--- config.mk ---
export PLATFORM = sky130hd
export DESIGN_NAME = cjx_decode
export DESIGN_NICKNAME = d
export VERILOG_FILES = /design/src/cjx_pkg.sv /design/src/cjx_decode.sv /design/src/cjx_prev_decode.sv
export SDC_FILE = /design/constraint.sdc
export NUM_CORES = 1
export LEC_CHECK = 0
export BUFFER_PORTS_ARGS = -buffer_cell sky130_fd_sc_hd__buf_2
export CORE_AREA = 2 2 158 160
export CTS_CLUSTER_DIAMETER = 50
export DETAILED_ROUTE_END_ITERATION = 10
export DIE_AREA = 0 0 160 162
export GPL_ROUTABILITY_DRIVEN = 0
export GPL_TIMING_DRIVEN = 0
export HOLD_SLACK_MARGIN = 0.03
export PLACE_DENSITY = 0.72
export SLEW_MARGIN = 30
export SYNTH_ARGS = -nofsm -noshare
export SYNTH_HDL_FRONTEND = slang
export SYNTH_SLANG_ARGS = --single-unit
export TNS_END_PERCENT = 10
--- constraint.sdc ---
create_clock -name clock_in -period 4.8 [get_ports clock_in]
set_input_delay 0.72 -clock clock_in [delete_from_list [all_inputs] [get_ports clock_in]]
set_output_delay 0.72 -clock clock_in [all_outputs]
set_load 0.05 [all_outputs]
--- src/cjx_pkg.sv ---
// Package: field layout, widths and types for the conditional jump / transfer decoder
package cjx_pkg;
  localparam int INSTR_W = 48;
  localparam int PA_W = 24;
  localparam int DA_W = 32;
  localparam int DATA_W = 40;
  localparam int TOP_HI = 47;
  localparam int TOP_LO = 45;
  localparam logic [2:0] TOP_INDIRECT = 3'h6;
  localparam logic [2:0] TOP_PCREL = 3'h7;
  localparam int WAY_BIT = 44;
  localparam int XI_HI = 43;
  localparam int XI_LO = 41;
  localparam int XS_HI = 40;
  localparam int XS_LO = 38;
  localparam int TEST_PREDICATE_HI = 37;
  localparam int TEST_PREDICATE_LO = 33;
  localparam int JI_HI = 32;
  localparam int JI_LO = 30;
  localparam int JS_HI = 29;
  localparam int JS_LO = 27;
  localparam int OFS_HI = 32;
  localparam int OFS_LO = 27;
  localparam int OFS_W = 6;
  localparam int SLOT_HI = 26;
  localparam int SLOT_LO = 23;
  localparam int COMP_HI = 22;
  localparam int COMP_LO = 0;
  localparam logic [22:0] COMP_NOP = 23'h000000;
  localparam int PREV_TEST_PREDICATE_HI = 37;
  localparam int PREV_TEST_PREDICATE_LO = 33;
  localparam logic [4:0] TEST_PREDICATE_ALWAYS = 5'h1f;
  localparam int PREV_ELSE_BIT = 25;
  localparam int PREV_KIND_BIT = 39;
  localparam int PREV_DELAY_BIT = 26;
  localparam int PREV_ABORT_BIT = 38;
  localparam int PREV_REUSE_BIT = 24;
  localparam int BCAST_BIT = 21;
  localparam logic [DA_W-1:0] SEC_ADDR_STEP = 32'h00000001;

  typedef struct packed {
    logic taken;
    logic [PA_W-1:0] target;
  } cjx_jump_type;

  typedef struct packed {
    logic pri_en;
    logic sec_en;
    logic write;
    logic [DA_W-1:0] pri_addr;
    logic [DA_W-1:0] sec_addr;
    logic [3:0] slot;
    logic bcast;
  } cjx_xfer_type;

  typedef struct packed {
    logic always_true;
    logic has_else;
    logic is_call;
    logic delayed;
    logic loop_exit;
    logic irq_reuse;
  } cjx_prev_type;
endpackage

--- src/cjx_decode.sv ---
// Decode/execute of the conditional jump with else data-memory transfer
// Function
// - Single lane: jump only when predicate true
// - False predicate: do transfer and compute instead
// - Relative form adds 6-bit offset to PC
// - Indirect target is index plus step, no writeback
// - No delay, loop exit or irq reuse
// - Transfer post-modifies index register with writeback
// - Dual lane: jump needs both predicates true
// - Dual lane: each element transfers when false
// - Secondary element uses complementary file register
// - Secondary address is primary index plus one
// - Broadcast read loads both element registers
// - Top field 110 indirect, 111 relative
// - Decode way, slot, index and step fields
// - Empty compute field acts as no-op
// - Omitted predicate means always true, else flag
// - Kind, delay bits; calls ignore exit, reuse
// - Predicate here always evaluated, never defaulted
`timescale 1ns/1ps
module cjx_decode
(
  input wire logic clock_in,
  input wire logic rst_in,
  input wire logic issue_in,
  input wire logic [47:0] instr_in,
  input wire logic [23:0] pc_in,
  input wire logic dual_lane_mode_in,
  input wire logic [31:0] system_control_word_in,
  input wire logic pri_pred_in,
  input wire logic sec_pred_in,
  input wire logic [31:0] xfer_index_reg_in,
  input wire logic [31:0] xfer_step_reg_in,
  input wire logic [23:0] jump_index_reg_in,
  input wire logic [23:0] jump_step_reg_in,
  output logic [4:0] test_predicate_out,
  output logic [2:0] xfer_index_sel_out,
  output logic [2:0] xfer_step_sel_out,
  output logic [2:0] jump_index_sel_out,
  output logic [2:0] jump_step_sel_out,
  output logic [5:0] pc_offset_field_out,
  output cjx_pkg::cjx_prev_type prev_dec_out,
  output logic valid_out,
  output cjx_pkg::cjx_jump_type jump_out,
  output logic delayed_branch_modifier_out,
  output logic loop_exit_modifier_out,
  output logic pending_irq_reuse_out,
  output cjx_pkg::cjx_xfer_type xfer_out,
  output logic xfer_index_we_out,
  output logic [31:0] xfer_index_wdata_out,
  output logic pri_compute_en_out,
  output logic sec_compute_en_out,
  output logic [22:0] compute_op_out
);
  typedef struct packed {
    logic valid;
    cjx_pkg::cjx_jump_type jump;
    cjx_pkg::cjx_xfer_type xfer;
    logic idx_we;
    logic [31:0] idx_wdata;
    logic pri_comp;
    logic sec_comp;
    logic [22:0] comp;
  } cjx_state_type;

  cjx_state_type state_r;
  cjx_state_type state_nxt;
  logic is_ind;
  logic is_rel;
  logic pri_false;
  logic sec_false;
  logic take;
  logic comp_present;

  function automatic logic [23:0] cjx_sext(input logic [5:0] ofs);
    cjx_sext = {{(cjx_pkg::PA_W - cjx_pkg::OFS_W){ofs[cjx_pkg::OFS_W-1]}}, ofs};
  endfunction

  // Field extractors shared by the decode and its checks
  function automatic logic [2:0] cjx_top(input logic [cjx_pkg::INSTR_W-1:0] w);
    cjx_top = w[cjx_pkg::TOP_HI:cjx_pkg::TOP_LO];
  endfunction

  function automatic logic [5:0] cjx_ofs(input logic [cjx_pkg::INSTR_W-1:0] w);
    cjx_ofs = w[cjx_pkg::OFS_HI:cjx_pkg::OFS_LO];
  endfunction

  function automatic logic [22:0] cjx_comp(input logic [cjx_pkg::INSTR_W-1:0] w);
    cjx_comp = w[cjx_pkg::COMP_HI:cjx_pkg::COMP_LO];
  endfunction

  cjx_prev_decode u_prev
  (
    .instr_in(instr_in),
    .dec_out(prev_dec_out)
  );

  assign test_predicate_out = instr_in[cjx_pkg::TEST_PREDICATE_HI:cjx_pkg::TEST_PREDICATE_LO];
  assign xfer_index_sel_out = instr_in[cjx_pkg::XI_HI:cjx_pkg::XI_LO];
  assign xfer_step_sel_out = instr_in[cjx_pkg::XS_HI:cjx_pkg::XS_LO];
  assign jump_index_sel_out = instr_in[cjx_pkg::JI_HI:cjx_pkg::JI_LO];
  assign jump_step_sel_out = instr_in[cjx_pkg::JS_HI:cjx_pkg::JS_LO];
  assign pc_offset_field_out = cjx_ofs(instr_in);

  always_comb
  begin
    is_ind = issue_in && (cjx_top(instr_in) == cjx_pkg::TOP_INDIRECT);
    is_rel = issue_in && (cjx_top(instr_in) == cjx_pkg::TOP_PCREL);
    // Predicate inputs are real evaluations; no always-true default here
    pri_false = ~pri_pred_in;
    sec_false = dual_lane_mode_in & ~sec_pred_in;
    take = pri_pred_in && (!dual_lane_mode_in || sec_pred_in);
    comp_present = (cjx_comp(instr_in) != cjx_pkg::COMP_NOP);
    state_nxt = '0;
    state_nxt.valid = is_ind || is_rel;
    if (is_ind || is_rel)
    begin
      state_nxt.jump.taken = take;
      if (is_rel)
      begin
        state_nxt.jump.target = pc_in + cjx_sext(cjx_ofs(instr_in));
      end
      else
      begin
        // Pre-modify only; index register is left untouched
        state_nxt.jump.target = jump_index_reg_in + jump_step_reg_in;
      end
      state_nxt.xfer.write = instr_in[cjx_pkg::WAY_BIT];
      state_nxt.xfer.slot = instr_in[cjx_pkg::SLOT_HI:cjx_pkg::SLOT_LO];
      state_nxt.xfer.pri_en = pri_false;
      state_nxt.xfer.sec_en = sec_false;
      state_nxt.xfer.pri_addr = xfer_index_reg_in;
      state_nxt.xfer.sec_addr = xfer_index_reg_in + cjx_pkg::SEC_ADDR_STEP;
      // Broadcast read fills secondary even in single lane
      state_nxt.xfer.bcast = pri_false && !instr_in[cjx_pkg::WAY_BIT]
        && system_control_word_in[cjx_pkg::BCAST_BIT];
      // Index updated whenever either element performs the access
      state_nxt.idx_we = pri_false || sec_false;
      state_nxt.idx_wdata = xfer_index_reg_in + xfer_step_reg_in;
      state_nxt.pri_comp = pri_false && comp_present;
      state_nxt.sec_comp = sec_false && comp_present;
      state_nxt.comp = cjx_comp(instr_in);
    end
  end

  always_ff @(posedge clock_in or posedge rst_in)
  begin
    if (rst_in)
    begin
      state_r <= '0;
    end
    else
    begin
      state_r <= state_nxt;
    end
  end

  assign valid_out = state_r.valid;
  assign jump_out = state_r.jump;
  assign xfer_out = state_r.xfer;
  assign xfer_index_we_out = state_r.idx_we;
  assign xfer_index_wdata_out = state_r.idx_wdata;
  assign pri_compute_en_out = state_r.pri_comp;
  assign sec_compute_en_out = state_r.sec_comp;
  assign compute_op_out = state_r.comp;
  // Modifiers are never offered on this jump
  assign delayed_branch_modifier_out = 1'b0;
  assign loop_exit_modifier_out = 1'b0;
  assign pending_irq_reuse_out = 1'b0;
endmodule

--- src/cjx_prev_decode.sv ---
// Field decoder for the preceding indirect jump/call instruction
`timescale 1ns/1ps
module cjx_prev_decode
(
  input wire logic [47:0] instr_in,
  output cjx_pkg::cjx_prev_type dec_out
);
  always_comb
  begin
    dec_out.always_true = (instr_in[cjx_pkg::PREV_TEST_PREDICATE_HI:cjx_pkg::PREV_TEST_PREDICATE_LO] == cjx_pkg::TEST_PREDICATE_ALWAYS);
    dec_out.has_else = instr_in[cjx_pkg::PREV_ELSE_BIT];
    dec_out.is_call = instr_in[cjx_pkg::PREV_KIND_BIT];
    dec_out.delayed = instr_in[cjx_pkg::PREV_DELAY_BIT];
    // Calls cannot abort loops or reuse an interrupt
    dec_out.loop_exit = instr_in[cjx_pkg::PREV_ABORT_BIT] & ~instr_in[cjx_pkg::PREV_KIND_BIT];
    dec_out.irq_reuse = instr_in[cjx_pkg::PREV_REUSE_BIT] & ~instr_in[cjx_pkg::PREV_KIND_BIT];
  end
endmodule

==> results.txt <==
Run status: finished clean
Switching part of the total: 34.7%
Number of inserted diodes: 0
Area of the core: 24100 sq um
GRT Overall Usage: 21.9%
# placed instances: 1678
Iter 0 DRT Violations: 377
Initial Util: 38.8%
TritonCTS clock tree: done
Most common flop cell mapped by yosys: dfrtp_1
Synth Area in Compound Gates: 15.0%
Final slew viol count: 0
Post-synth design cell area: 9350 sq um
Final ANT Viol Nets: 0
Signal arrival time at the worst endpoint: 3890 ps
# setup viols final: 0
Drt first pass iters: 6
Syn Inst Count: 977
Final WS setup: 1210 ps
Maximum vdd drop: 0.000230 V
Slew headroom: 39.9%
Mux contribution to synthesized area: 0.642%
Slew @ Worst Pin: 902 ps
DR WL/cell: 16.6 um
Setup TNS: 0 ps
Gate power share: 27.3%
Seq pwr share: 35.8%
CTS Buf Count: 17
Leakage: 6.69 nW
Internal: 2.49 mW
Minimum clock period: 3590 ps
Critical path type: primary input to flip-flop
First-pass GRT wire length: 44400 um
Share of layout cells above drive strength 1: 32.2%
Async S/R FF share, synth: 100%
Max Cap Viol: 0
Seq/Total Area, Yosys: 41.8%
Netlist cell types: 59
Tightest Hold Check Type: primary input to async pin
CTS root buf: clkbuf_16
GRT Residual Overflow: 0
CP startpoint kind: primary input
Die area: 25900 sq um
Pwr Density: 309 nW/um^2
Synthesized-area fraction occupied by xor and xnor cells: 8.71%
Layout Nets: 1676
FP Rows: 57
Mean Syn Cell Area: 9.57 sq um
Adder-cell share of the synthesized area: 11.1%
Setup crit end kind: flip-flop
Number of global-route vias before repair: 8382
Final WL: 28400 um
Non-Filler Instances: 1710
Final HPWL DP: 23100 um
Switch Pwr: 1.33 mW
Vias per Instance: 4.98
Die width: 160 um
Initial antenna violation count: 1
Peak Freq: 278 MHz
Cts hold-fix bufs: 0
Core Util, Final: 51.2%
Clock slew at reported path FFs: 70 ps
Clock Tree Buf Depth: 2
RSZ-0062 raised after global routing: false
Die H: 162 um
Post CTS Setup Buffer Count: 0
Clk sink count: 156
# port buffers: 370
Residual DRC: 0
Clock power frac: 36.8%
Synthesized flop and latch total: 156
Place WS: 785 ps
Post-synthesis simple-gate area fraction: 18.6%
# IOs: 410
Synth Warn #: 0
Detailed-route via count: 8523
Post-synth EDFFs: 0
Largest net degree at the start of global routing: 31
H-tree depth: 4
Final Hold Fails: 0
Synth-to-layout area growth: 32.0%
Main combinational cell family by area after synthesis: simple AND/OR/NAND/NOR gates
Fin crit share: 74.9%
Fillers: 2298
CTS resizes: 0
Crit path required time: 5100 ps
Crit-path max FO: 6
[synthesized netlist by cell type, drive strengths merged (11+ instances only)]
library cell	number	area share (%)
nor2	113	4.5
buf	31	2.4
and3	18	1.2
o21ai	42	2.2
a21oi	74	4.0
xnor2	41	3.8
and2	64	4.3
a211oi	12	1.1
ha	78	10
nand2	45	1.8
nor2b	11	0.74
dfrtp	156	42
xor2	52	4.9
inv	20	0.80
nor3	17	0.96
a21o	34	2.7
clkbuf	24	0.96
nand2b	16	1.1
nand3	31	1.7
[layer usage]
layer / global-route usage (%) / routed length [um]
met3: 4.62 / 1790
met4: 7.00 / 591
met2: 38.5 / 14100
met5: 0 / 13
met1: 27.0 / 12000
[kinds of logic after synthesis]
kind of cell | after synthesis
compound gates | 219
xor+xnor | 93
fa+ha+maj | 81
buf+inv | 75
flops | 156
mux | 6
other cells | 1
simple gates | 346
[layout make-up]
cell class / instances / area, sq um / area share, %
plain buffers: 55 / 315 / 2.55
clock buffers: 17 / 425 / 3.45
clock inverters: 15 / 193 / 1.56
inverters: 20 / 78.8 / 0.639
multi-input cells: 748 / 5060 / 41.0
flip-flops and latches: 156 / 3900 / 31.6
well taps: 324 / 405 / 3.28
repair buffers: 375 / 1960 / 15.9
[power by group through the flow]
stage	Clock [mW]	Sequential, mW	Combinational, mW
after floorplan	0	1.55	0.577
after global placement	0	1.39	1.01
after detailed placement	0	1.39	1.04
after CTS	1.44	1.37	1.04
after global routing	1.50	1.37	1.14
final	1.41	1.37	1.04
[state kept, by name, summed over array words and instances (netlist names)]
name and count:
compute_op_out 23, jump_out 25, pri_compute_en_out 1, sec_compute_en_out 1
valid_out 1, xfer_index_wdata_out 32, xfer_index_we_out 1, xfer_out 72
[layout by cell type (no fill, tap or decap), types with 7 or more instances in the layout]
master	instances
and3_1	18
o21bai_1	8
nand2_1	45
clkbuf_16	17
dfrtp_1	156
buf_4	29
or3_1	10
inv_8	7
ha_1	78
a21oi_1	73
a211oi_1	10
nor2b_1	11
buf_2	370
nand2b_1	16
a21o_1	34
xor2_1	52
clkbuf_1	24
and2_1	64
o21ai_0	41
xnor2_1	41
a31oi_1	10
nor3_1	16
nand3_1	31
nor2_1	113
inv_1	19
[path summary, 6_finish.rpt]
path | start | end | slack (ps) | cells after the start
setup / recovery | xfer_index_reg_in[2] | xfer_index_wdata_out[31]$_DFF_PP0_ | 1210 | 11
max in group asynchronous | rst_in | jump_out[16]$_DFF_PP0_ | 3220 | 6
hold / removal | rst_in | xfer_index_wdata_out[12]$_DFF_PP0_ | 380 | 2
min in group clock_in | instr_in[44] | xfer_out[0]$_DFF_PP0_ | 460 | 2
[stage by stage]
| stage | hold slack [ps] | cell area (sq um) | power [mW] |
|---|---|---|---|
| after floorplan | 786 | 9360 | 2.13 |
| after global placement | 903 | 11600 | 2.41 |
| after detailed placement | 840 | 11700 | 2.43 |
| after CTS | 373 | 12300 | 3.85 |
| after global routing | 411 | 12300 | 4.01 |
| final | 383 | 12300 | 3.82 |
[worst max-delay path, cell delays in order]
cell and delay [ps]:
buf_2 150, ha_1 360, o21ai_0 100, nor2_1 250, o211ai_1 220, a2111oi_0 730
o21ai_0 350, o21ai_0 490, a31oi_1 220, xnor2_1 230, nor2_1 60
Note: power is estimated with default switching activity, not from simulation.
